## src/hw/efp_pkg.sv

```systemverilog
// Purpose: shared constants for encoder feedback and pwm setup
// Assumes: 10 MHz system clock, apb register access
// Notes: times kept in 10 ms ticks, switching frequency in 10 Hz units
package efp_pkg;
    // clock and tick timing
    localparam int CLK_HZ = 10000000;
    localparam int TICK_MS = 10;
    localparam int TICK_CYC = CLK_HZ / 1000 * TICK_MS;
    localparam int COMM_LOSS_MS = 2000;
    localparam int COMM_LOSS_TICKS = COMM_LOSS_MS / TICK_MS;
    // register byte offsets
    localparam logic [7:0] OFS_CTRL = 8'h00;
    localparam logic [7:0] OFS_LINES = 8'h04;
    localparam logic [7:0] OFS_POS = 8'h08;
    localparam logic [7:0] OFS_POS16 = 8'h0C;
    localparam logic [7:0] OFS_SPEED = 8'h10;
    localparam logic [7:0] OFS_DELAY = 8'h14;
    localparam logic [7:0] OFS_BAND = 8'h18;
    localparam logic [7:0] OFS_FSW = 8'h1C;
    localparam logic [7:0] OFS_MAXDEV = 8'h20;
    localparam logic [7:0] OFS_STATUS = 8'h24;
    // control field positions
    localparam int CTRL_FB = 0;
    localparam int CTRL_PH = 1;
    localparam int CTRL_SND = 2;
    localparam int CTRL_MODE = 5;
    localparam int CTRL_RND = 6;
    // status field positions
    localparam int ST_BOARD = 0;
    localparam int ST_COMM = 1;
    localparam int ST_PULSE = 2;
    localparam int ST_DEV = 3;
    // setting values, limits and resets
    localparam logic [2:0] SND_FIXED = 3'h1;
    localparam logic [2:0] SND_ADV = 3'h4;
    localparam logic [15:0] LINES_MIN = 16'h0005;
    localparam logic [15:0] LINES_MAX = 16'h4000;
    localparam logic [15:0] LINES_RST = 16'h0400;
    localparam logic [15:0] FSW_FIXED = 16'h012C;
    localparam logic [15:0] FSW_MIN = 16'h0096;
    localparam logic [15:0] FSW_MAX = 16'h0258;
    localparam logic [15:0] FSW_MAX_HI = 16'h0320;
    localparam logic [15:0] FSW_RST = 16'h012C;
    localparam logic [15:0] DELAY_MAX = 16'h03E8;
    localparam logic [15:0] BAND_MAX = 16'h0190;
    localparam logic [15:0] BAND_RST = 16'h000A;
    localparam logic [3:0] DEV_TRIP_CODE = 4'h2;
    // rpm per window edge = 60 s / (4 edges * window) / lines
    localparam logic [15:0] RPM_SCALE = 16'h05DC;
endpackage : efp_pkg

```

## src/hw/efp_top.sv

```systemverilog
// Purpose: encoder decode, speed, supervision and pwm settings
// Assumes: apb slave with zero wait states, one clock
// Notes: encoder pins are synchronised before any decoding
//
// Overview of operation
// RULE1: speed feedback passes to control only while feedback enable is one.
// RULE2: encoder line count 5..16384, default 1024, scales measured speed.
// RULE3: position count is signed 32-bit, reset to zero.
// RULE4: position counts up for positive and down for negative rotation.
// RULE5: host presets position as a 16-bit or 32-bit value.
// RULE6: every edge of both channels counts, four per line.
// RULE7: speed only trustworthy within 16-bit span; no saturation applied.
// RULE8: encoder enabled but no board after power-up raises encoder trip.
// RULE9: board link lost over 2 seconds raises encoder trip.
// RULE10: no pulses for fault delay under torque or current limit trips.
// RULE11: speed outside band for the fault delay raises deviation trip.
// RULE12: deviation trip reports code two.
// RULE13: fault delay 0.01..10.00 s, zero disables, zero by default.
// RULE14: band bounds speed minus ramp, 0..400 percent, default 10.
// RULE15: longest out-of-band time recorded to 10 s, cleared by zero.
// RULE16: longest out-of-band time comes up zero after power-up.
// RULE17: phase order zero gives U V W, one gives U W V.
// RULE18: sound one forces 3 kHz, four applies advanced settings.
// RULE19: switching reference 1.50..6.00 kHz, 8 kHz above 400 Hz motors.
// RULE20: overtemperature lowers switching frequency, never below 1.5 kHz.
// RULE21: sine filter mode fixes frequency, no thermal reduction.
// RULE22: random modulation varies frequency within one eighth.
// RULE23: direction from channel phase; swapping channels flips sign.
// RULE24: inputs synchronised; simultaneous change of both ignored.
//
// Added by the designer: the APB interface to the registers and the register offsets.
`timescale 1ns/1ns
module efp_top
    import efp_pkg::*;
#(
    parameter int TICK_CYCLES = TICK_CYC
) (
    // clock and reset
    input wire logic sys_clk,
    input wire logic nrst,
    // apb slave
    input wire logic psel,
    input wire logic penable,
    input wire logic pwrite,
    input wire logic [7:0] paddr,
    input wire logic [31:0] pwdata,
    output logic [31:0] prdata,
    output logic pready,
    output logic pslverr,
    // encoder board pins
    input wire logic enc_a,
    input wire logic enc_b,
    input wire logic board_present,
    input wire logic board_link_ok,
    // drive state from control logic
    input wire logic torque_limit_state,
    input wire logic current_limit_state,
    input wire logic switch_overtemp,
    input wire logic motor_freq_above_400,
    input wire logic signed [31:0] ramp_rpm,
    // modulator phase inputs and motor outputs
    input wire logic mod_u,
    input wire logic mod_v,
    input wire logic mod_w,
    output logic drive_u,
    output logic drive_v,
    output logic drive_w,
    // results to control
    output logic signed [31:0] speed_feedback,
    output logic [15:0] fsw_actual,
    output logic encoder_trip,
    output logic deviation_trip,
    output logic [3:0] deviation_trip_code
);
    typedef enum logic [1:0] {EFP_IDLE, EFP_DIV, EFP_DONE} efp_div_e;

    logic [6:0] ctrl;
    logic [15:0] lines, delay, band, fsw_ref, max_deviation_time;
    logic [3:0] status;
    logic signed [31:0] position, speed, win_cnt;
    logic [2:0] sa, sb, sp, sl;
    logic ca, cb, step, dir_up;
    logic [31:0] tick_cnt;
    logic tick;
    logic wr, rd;
    logic [15:0] nopulse_cnt, dev_cnt, comm_cnt, fsw_therm;
    logic out_band, board_seen;
    logic [63:0] rem;
    logic [31:0] quo;
    logic [5:0] div_n;
    logic div_neg;
    efp_div_e div_st;
    logic [15:0] lfsr;
    logic [15:0] fsw_cap, rnd_span, next_fsw;
    logic [16:0] rnd_off;
    logic [32:0] diff_mag, ramp_mag;

    // apb decode, no wait states
    assign pready = 1'b1;
    assign wr = psel & penable & pwrite;
    assign rd = psel & ~penable & ~pwrite;
    assign fsw_cap = motor_freq_above_400 ? FSW_MAX_HI : FSW_MAX;

    // pin synchronisers, stage 0 read only by stage 1
    always_ff @(posedge sys_clk) begin
        if (!nrst) begin
            sa <= 3'h0;
            sb <= 3'h0;
            sp <= 3'h0;
            sl <= 3'h0;
        end else begin
            sa <= {sa[1:0], enc_a}; // RULE24
            sb <= {sb[1:0], enc_b}; // RULE24
            sp <= {sp[1:0], board_present};
            sl <= {sl[1:0], board_link_ok};
        end
    end

    // edge detect on synchronised channels
    assign ca = sa[1] ^ sa[2];
    assign cb = sb[1] ^ sb[2];
    assign step = ca ^ cb; // RULE6 RULE24
    assign dir_up = sa[1] ^ sb[2]; // RULE23

    // 10 ms tick divider
    always_ff @(posedge sys_clk) begin
        if (!nrst) begin
            tick_cnt <= 32'h0;
            tick <= 1'b0;
        end else begin
            tick <= (tick_cnt == 32'(TICK_CYCLES - 1));
            tick_cnt <= (tick_cnt == 32'(TICK_CYCLES - 1)) ? 32'h0
                : tick_cnt + 32'h1;
        end
    end

    // position counter with host preset
    always_ff @(posedge sys_clk) begin
        if (!nrst) begin
            position <= 32'sh0; // RULE3
        end else if (wr && paddr == OFS_POS) begin
            position <= pwdata; // RULE5
        end else if (wr && paddr == OFS_POS16) begin
            position <= {{16{pwdata[15]}}, pwdata[15:0]}; // RULE5
        end else if (step) begin
            position <= dir_up ? position + 32'sh1
                : position - 32'sh1; // RULE4
        end
    end

    // edges per window, then rpm = edges * scale / lines
    always_ff @(posedge sys_clk) begin
        if (!nrst) begin
            win_cnt <= 32'sh0;
            div_st <= EFP_IDLE;
            rem <= 64'h0;
            quo <= 32'h0;
            div_n <= 6'h0;
            div_neg <= 1'b0;
            speed <= 32'sh0;
        end else begin
            if (tick) begin
                win_cnt <= step ? (dir_up ? 32'sh1 : -32'sh1) : 32'sh0;
            end else if (step) begin
                win_cnt <= dir_up ? win_cnt + 32'sh1 : win_cnt - 32'sh1;
            end
            case (div_st)
                EFP_IDLE: begin
                    if (tick) begin
                        div_neg <= win_cnt[31];
                        rem <= {32'h0, 32'(($unsigned(win_cnt[31]
                            ? -win_cnt : win_cnt)) * RPM_SCALE)};
                        quo <= 32'h0;
                        div_n <= 6'h0;
                        div_st <= EFP_DIV;
                    end
                end
                EFP_DIV: begin
                    // restoring divide by line count, one bit per cycle
                    if (rem[62:31] >= {16'h0, lines}) begin // RULE2
                        rem <= {rem[62:31] - {16'h0, lines}, rem[30:0],
                            1'b0};
                        quo <= {quo[30:0], 1'b1};
                    end else begin
                        rem <= {rem[62:0], 1'b0};
                        quo <= {quo[30:0], 1'b0};
                    end
                    div_n <= div_n + 6'h1;
                    if (div_n == 6'd31) begin
                        div_st <= EFP_DONE;
                    end
                end
                EFP_DONE: begin
                    speed <= div_neg ? -$signed(quo) : $signed(quo); // RULE7
                    div_st <= EFP_IDLE;
                end
                default: div_st <= EFP_IDLE;
            endcase
        end
    end

    // speed to control only when feedback enabled
    always_ff @(posedge sys_clk) begin
        if (!nrst) begin
            speed_feedback <= 32'sh0;
        end else begin
            speed_feedback <= ctrl[CTRL_FB] ? speed : 32'sh0; // RULE1
        end
    end

    // settings registers, out-of-range writes refused
    always_ff @(posedge sys_clk) begin
        if (!nrst) begin
            ctrl <= {2'h0, SND_FIXED, 2'h0}; // RULE1 RULE18
            lines <= LINES_RST; // RULE2
            delay <= 16'h0; // RULE13
            band <= BAND_RST; // RULE14
            fsw_ref <= FSW_RST;
        end else if (wr) begin
            case (paddr)
                OFS_CTRL: ctrl <= pwdata[6:0];
                OFS_LINES: begin
                    if (pwdata[15:0] >= LINES_MIN
                        && pwdata[15:0] <= LINES_MAX
                        && pwdata[31:16] == 16'h0) begin
                        lines <= pwdata[15:0]; // RULE2
                    end
                end
                OFS_DELAY: begin
                    if (pwdata[15:0] <= DELAY_MAX
                        && pwdata[31:16] == 16'h0) begin
                        delay <= pwdata[15:0]; // RULE13
                    end
                end
                OFS_BAND: begin
                    if (pwdata[15:0] <= BAND_MAX
                        && pwdata[31:16] == 16'h0) begin
                        band <= pwdata[15:0]; // RULE14
                    end
                end
                OFS_FSW: begin
                    if (pwdata[15:0] >= FSW_MIN && pwdata[15:0] <= fsw_cap
                        && pwdata[31:16] == 16'h0) begin
                        fsw_ref <= pwdata[15:0]; // RULE19
                    end
                end
                default: ;
            endcase
        end
    end

    // error answer for refused or unmapped accesses
    always_comb begin
        pslverr = 1'b0;
        if (psel && penable && pwrite) begin
            case (paddr)
                OFS_CTRL, OFS_POS, OFS_POS16, OFS_STATUS: pslverr = 1'b0;
                OFS_LINES: pslverr = pwdata < 32'(LINES_MIN)
                    || pwdata > 32'(LINES_MAX);
                OFS_DELAY: pslverr = pwdata > 32'(DELAY_MAX);
                OFS_BAND: pslverr = pwdata > 32'(BAND_MAX);
                OFS_FSW: pslverr = pwdata < 32'(FSW_MIN)
                    || pwdata > 32'(fsw_cap);
                OFS_MAXDEV: pslverr = pwdata != 32'h0;
                default: pslverr = 1'b1;
            endcase
        end else if (psel && penable) begin
            pslverr = paddr > OFS_STATUS || paddr[1:0] != 2'h0;
        end
    end

    // read data latched in setup cycle
    always_ff @(posedge sys_clk) begin
        if (!nrst) begin
            prdata <= 32'h0;
        end else if (rd) begin
            case (paddr)
                OFS_CTRL: prdata <= {25'h0, ctrl};
                OFS_LINES: prdata <= {16'h0, lines};
                OFS_POS: prdata <= position;
                OFS_POS16: prdata <= {{16{position[15]}}, position[15:0]};
                OFS_SPEED: prdata <= speed; // RULE7
                OFS_DELAY: prdata <= {16'h0, delay};
                OFS_BAND: prdata <= {16'h0, band};
                OFS_FSW: prdata <= {16'h0, fsw_ref};
                OFS_MAXDEV: prdata <= {16'h0, max_deviation_time};
                OFS_STATUS: prdata <= {fsw_actual, 8'h0,
                    deviation_trip_code, status};
                default: prdata <= 32'h0;
            endcase
        end
    end

    // deviation band check: |speed - ramp| * 100 > band * |ramp|
    always_comb begin
        diff_mag = 33'(speed) - 33'(ramp_rpm);
        if (diff_mag[32]) begin
            diff_mag = -diff_mag;
        end
        ramp_mag = ramp_rpm[31] ? -33'(ramp_rpm) : 33'(ramp_rpm);
        out_band = 48'(diff_mag) * 48'd100
            > 48'(ramp_mag) * 48'(band); // RULE14
    end

    // supervision timers in ticks
    always_ff @(posedge sys_clk) begin
        if (!nrst) begin
            nopulse_cnt <= 16'h0;
            dev_cnt <= 16'h0;
            comm_cnt <= 16'h0;
            max_deviation_time <= 16'h0; // RULE16
        end else begin
            if (step || !(torque_limit_state || current_limit_state)) begin
                nopulse_cnt <= 16'h0;
            end else if (tick && nopulse_cnt != DELAY_MAX) begin
                nopulse_cnt <= nopulse_cnt + 16'h1;
            end
            if (!out_band) begin
                dev_cnt <= 16'h0;
            end else if (tick && dev_cnt != DELAY_MAX) begin
                dev_cnt <= dev_cnt + 16'h1; // RULE11
            end
            if (sl[2]) begin
                comm_cnt <= 16'h0;
            end else if (tick && comm_cnt <= 16'(COMM_LOSS_TICKS)) begin
                comm_cnt <= comm_cnt + 16'h1; // RULE9
            end
            // growth wins over a host clear in the same cycle
            if (dev_cnt > max_deviation_time) begin
                max_deviation_time <= dev_cnt; // RULE15
            end else if (wr && paddr == OFS_MAXDEV && pwdata == 32'h0) begin
                max_deviation_time <= 16'h0; // RULE15
            end
        end
    end

    // sticky trips, write one to clear, set wins
    always_ff @(posedge sys_clk) begin
        if (!nrst) begin
            status <= 4'h0;
            board_seen <= 1'b0;
        end else begin
            board_seen <= board_seen | tick;
            for (int i = 0; i < 4; i++) begin
                if (wr && paddr == OFS_STATUS && pwdata[i]) begin
                    status[i] <= 1'b0;
                end
            end
            if (board_seen && ctrl[CTRL_FB] && !sp[2]) begin
                status[ST_BOARD] <= 1'b1; // RULE8
            end
            if (comm_cnt > 16'(COMM_LOSS_TICKS)) begin
                status[ST_COMM] <= 1'b1; // RULE9
            end
            if (delay != 16'h0 && nopulse_cnt >= delay) begin
                status[ST_PULSE] <= 1'b1; // RULE10 RULE13
            end
            if (delay != 16'h0 && dev_cnt >= delay) begin
                status[ST_DEV] <= 1'b1; // RULE11 RULE13
            end
        end
    end

    assign encoder_trip = |status[ST_PULSE:ST_BOARD];
    assign deviation_trip = status[ST_DEV];
    assign deviation_trip_code = status[ST_DEV] ? DEV_TRIP_CODE
        : 4'h0; // RULE12

    // thermal reduction, stepping 10 Hz per tick
    always_ff @(posedge sys_clk) begin
        if (!nrst) begin
            fsw_therm <= FSW_RST;
        end else if (ctrl[CTRL_MODE] || fsw_therm > fsw_ref) begin
            fsw_therm <= fsw_ref; // RULE21
        end else if (tick) begin
            if (switch_overtemp && fsw_therm > FSW_MIN) begin
                fsw_therm <= fsw_therm - 16'h1; // RULE20
            end else if (!switch_overtemp && fsw_therm < fsw_ref) begin
                fsw_therm <= fsw_therm + 16'h1;
            end
        end
    end

    // random offset in [-fsw_therm/8, +fsw_therm/8)
    always_ff @(posedge sys_clk) begin
        if (!nrst) begin
            lfsr <= 16'hACE1;
        end else if (tick) begin
            lfsr <= {lfsr[14:0], lfsr[15] ^ lfsr[13] ^ lfsr[12] ^ lfsr[10]};
        end
    end
    assign rnd_span = fsw_therm >> 3; // RULE22
    assign rnd_off = 17'((24'(lfsr[7:0]) * 24'(rnd_span)) >> 7);

    // selected switching frequency
    always_comb begin
        next_fsw = FSW_FIXED; // RULE18
        if (ctrl[CTRL_SND +: 3] == SND_ADV) begin
            next_fsw = fsw_therm; // RULE18
            if (ctrl[CTRL_RND] && !ctrl[CTRL_MODE]) begin // RULE21
                next_fsw = 16'(17'(fsw_therm) + rnd_off
                    - 17'(rnd_span)); // RULE22
            end
        end
    end

    // registered outputs to modulator
    always_ff @(posedge sys_clk) begin
        if (!nrst) begin
            fsw_actual <= FSW_FIXED;
            drive_u <= 1'b0;
            drive_v <= 1'b0;
            drive_w <= 1'b0;
        end else begin
            fsw_actual <= next_fsw;
            drive_u <= mod_u;
            drive_v <= ctrl[CTRL_PH] ? mod_w : mod_v; // RULE17
            drive_w <= ctrl[CTRL_PH] ? mod_v : mod_w; // RULE17
        end
    end
endmodule : efp_top

```

## config.mk

```make
export PLATFORM = sky130hd
export DESIGN_NAME = efp_top
export DESIGN_NICKNAME = d
export VERILOG_FILES = /design/src/hw/efp_pkg.sv /design/src/hw/efp_top.sv
export SDC_FILE = /design/constraint.sdc
export NUM_CORES = 2
export LEC_CHECK = 0
export BUFFER_PORTS_ARGS = -buffer_cell sky130_fd_sc_hd__buf_2
export CAP_MARGIN = 40
export CORE_ASPECT_RATIO = 1.1
export CORE_MARGIN = 8
export CORE_UTILIZATION = 45
export DETAILED_ROUTE_END_ITERATION = 10
export PLACE_DENSITY_LB_ADDON = 0.08
export SETUP_SLACK_MARGIN = 0.2
export SLEW_MARGIN = 20
export SYNTH_ARGS = -nofsm -noshare
export SYNTH_HDL_FRONTEND = slang
export SYNTH_SLANG_ARGS = --single-unit
```

## constraint.sdc

```tcl
create_clock -name sys_clk -period 25.5 [get_ports sys_clk]
set_input_delay 5.1 -clock sys_clk [delete_from_list [all_inputs] [get_ports sys_clk]]
set_output_delay 5.1 -clock sys_clk [all_outputs]
set_load 0.1 [all_outputs]
```

==> impl_metrics.env <==
export IMPL_status="complete, no violations"
export IMPL_nNetsFinal=8576
export IMPL_cts_htree_levels=2
export IMPL_coreArea_mm2=0.132
export IMPL_wirelength_um=187000
export IMPL_root_buffer="clkbuf_16"
export IMPL_maxSlewViolCount=0
export IMPL_async_flop_share_pct=0
export IMPL_cts_buffers=60
export IMPL_dieWidth_um=364
export IMPL_synth_main_ff_cell="dfxtp_1"
export IMPL_viasPerCell=5.54
export IMPL_skew_ns=0.0721
export IMPL_path_class="in -> reg"
export IMPL_start_util_pct=45.3
export IMPL_crit_buf_inv=6
export IMPL_fin_cells=9060
export IMPL_port_buffers=174
export IMPL_dp_hpwl_um=146000
export IMPL_die_h_um=399
export IMPL_ios=179
export IMPL_yosysTopAreaCellShare_pct=22.0
export IMPL_wl_per_cell_um=20.6
export IMPL_finalHoldViolCount=0
export IMPL_synth_edf_count=0
export IMPL_peakVddDrop_mv=0.347
export IMPL_power_density_mw_per_mm2=136
export IMPL_synth_most_common_cell="inv_1"
export IMPL_syn_area_mm2=0.0599
export IMPL_max_stage_delay_ns=0.73
export IMPL_antenna_found_initial=15
export IMPL_cts_tree="done"
export IMPL_place_congestion=0.903
export IMPL_worst_pin_slew_ns=0.955
export IMPL_slew_headroom_pct=34.7
export IMPL_fin_crit_ns=15.55
export IMPL_area_growth_pct=8.78
export IMPL_path_common_cell="ha_1"
export IMPL_whs_ns=0.408
export IMPL_vias=50200
export IMPL_drv_cap=0
export IMPL_synth_cells=7156
export IMPL_clkLatencyLatePin_ns=0.69
export IMPL_grt_pass1_wl_um=295000
export IMPL_drt_iter0_drc=3066
export IMPL_synth_warnings=0
export IMPL_antenna_left=0
export IMPL_clock_sinks=498
export IMPL_cts_buffer_depth=3
export IMPL_syn_avg_cell_area_um2=8.37
export IMPL_first_pass_iters=7
export IMPL_fmax_mhz=64.3
export IMPL_rsz0062_at_grt="false"
export IMPL_synth_common_cells="1047 x inv_1, 726 x nand2_1, 659 x fa_1, 600 x ha_1, 501 x nor2_1"
export IMPL_synthTopCellsByArea="fa_1 22%, dfxtp_1 17%, ha_1 13%, inv_1 6.6%, nand2_1 4.6%"
export IMPL_period_share_pct=61.0
export IMPL_die_area_mm2=0.145
export IMPL_post_cts_resize_count=0
export IMPL_yosys_area_top_type="fa_1"
export IMPL_std_cell_rows=140
export IMPL_fill_cells=13000
export IMPL_grt_start_max_net_pins=84
export IMPL_clkSlewWorstSetupHoldPaths_ns=0.07
export IMPL_ys_types=90
export IMPL_critical_path_max_fanout=20
export IMPL_fin_setup_tns_ns=0
export IMPL_dp_cells=8935
export IMPL_cp_start_kind="primary input"
export IMPL_grt_overflow_total=0
export IMPL_finalSetupViolCount=0
export IMPL_drc=0
export IMPL_cts_setup_buffers=0
export IMPL_ctsHoldBuffers=0
export IMPL_required_ns=26.03
export IMPL_cp_data_arrival_time_ns=16.08
export IMPL_end_kind="register"
export IMPL_path_delay_family="compound AO/OA/AOI/OAI gates"
export IMPL_drive_above_1_share_pct=6.64
export IMPL_slowest_stage="a2111oi_0"
export IMPL_synth_seq_cells=498
export IMPL_grt_usage_pct=25.7
export IMPL_ys_seq_area_share_pct=16.6
export IMPL_hp_class="reg -> reg"
export IMPL_power_leakage_nw=31.1
export IMPL_grt_pass1_vias=50600
==> sequential cells by signal, summed over array words and instances, names as in the netlist, 6 cells and up <==
| name | count |
|---|---|
| ctrl | 7 |
| dev_cnt | 16 |
| win_cnt | 32 |
| position | 32 |
| fsw_actual | 16 |
| speed_feedback | 32 |
| div_n | 6 |
| lfsr | 16 |
| fsw_therm | 16 |
| comm_cnt | 16 |
| band | 16 |
| rem | 61 |
| prdata | 32 |
| fsw_ref | 16 |
| nopulse_cnt | 16 |
| max_deviation_time | 16 |
| quo | 32 |
| lines | 16 |
| delay | 16 |
| speed | 32 |
| tick_cnt | 32 |
==> report_power, final <==
group | switching, mW | total [mW] | internal [mW]
Sequential | 0.0635 | 0.876 | 0.812
Clock | 0.383 | 0.913 | 0.530
Combinational | 3.98 | 7.08 | 3.10
==> metrics by stage <==
step	power (mW)	util, %	setup slack [ns]	area (µm²)
after floorplan	6.51	-	10.91	59900
after global placement	7.91	47.4	8.93	62700
after detailed placement	7.97	47.6	8.81	63000
after CTS	8.95	49.2	9.48	65000
after global routing	9.95	49.2	9.12	65100
final	8.87	49.3	9.95	65100
==> routing by layer <==
layer / vias up / wire (µm) / track usage (%)
met1: 24600 / 82300 / 34.5
met4: 2 / 6980 / 8.17
met3: 321 / 9790 / 2.75
li1: 23900 / - / -
met5: - / 12 / 0
met2: 1265 / 87500 / 43.3
==> cells in the final DEF, fill, tap and decap left out, types with 46 or more instances in the layout <==
cell | synthesis | routed
a211oi_1 | 84 | 83
a21o_1 | 163 | 163
a21oi_1 | 337 | 335
and2_1 | 287 | 287
and3_1 | 88 | 88
buf_2 | 1 | 175
buf_4 | 5 | 102
clkbuf_16 | 0 | 60
dfxtp_1 | 498 | 491
fa_1 | 659 | 659
ha_1 | 600 | 600
inv_1 | 1047 | 1046
mux2i_1 | 105 | 105
nand2_1 | 726 | 726
nand3_1 | 101 | 101
nand4_1 | 66 | 66
nor2_1 | 501 | 495
nor2b_1 | 49 | 49
nor3_1 | 66 | 66
nor4_1 | 58 | 57
o21a_1 | 46 | 46
o21ai_0 | 312 | 312
xnor2_1 | 259 | 256
xor2_1 | 178 | 178
==> worst min-delay path: stages, from the launching register on <==
cell	delay [ns]
dfxtp_1	0.31
nand2_1	0.05
a31oi_1	0.07
==> area by class of cell <==
| type | count | area, µm² | share of cell area [%] |
|---|---|---|---|
| diodes | 7 | 17.5 | 0.0269 |
| clock buffers | 79 | 1690 | 2.60 |
| clock inverters | 32 | 385 | 0.592 |
| inverters | 1051 | 3950 | 6.06 |
| multi-input cells | 5319 | 45000 | 69.0 |
| flip-flops and latches | 498 | 9980 | 15.3 |
| well taps | 1775 | 2220 | 3.41 |
| repair buffers | 299 | 1930 | 2.96 |
==> cell families after synthesis <==
kind of cell               synth area share [%]
and+or+nand+nor                            16.9
muxes                                      1.87
AOI/OAI and AO/OA                          15.1
other                                    0.0125
adders and majority gates                  34.6
buffers and inverters                      8.53
DFF                                        16.6
xor gates and xnor gates                   6.42
==> path summary, 6_finish.rpt <==
check	start	to	slack [ns]	cells past startpoint
max	ramp_rpm[0]	dev_cnt[13]	9.95	45
min	rem[22]	rem[23]	0.41	2
max reg2reg	speed[0]	dev_cnt[13]	14.11	45
min reg2reg	rem[22]	rem[23]	0.41	2
Note: power is estimated with default switching activity, not from simulation.
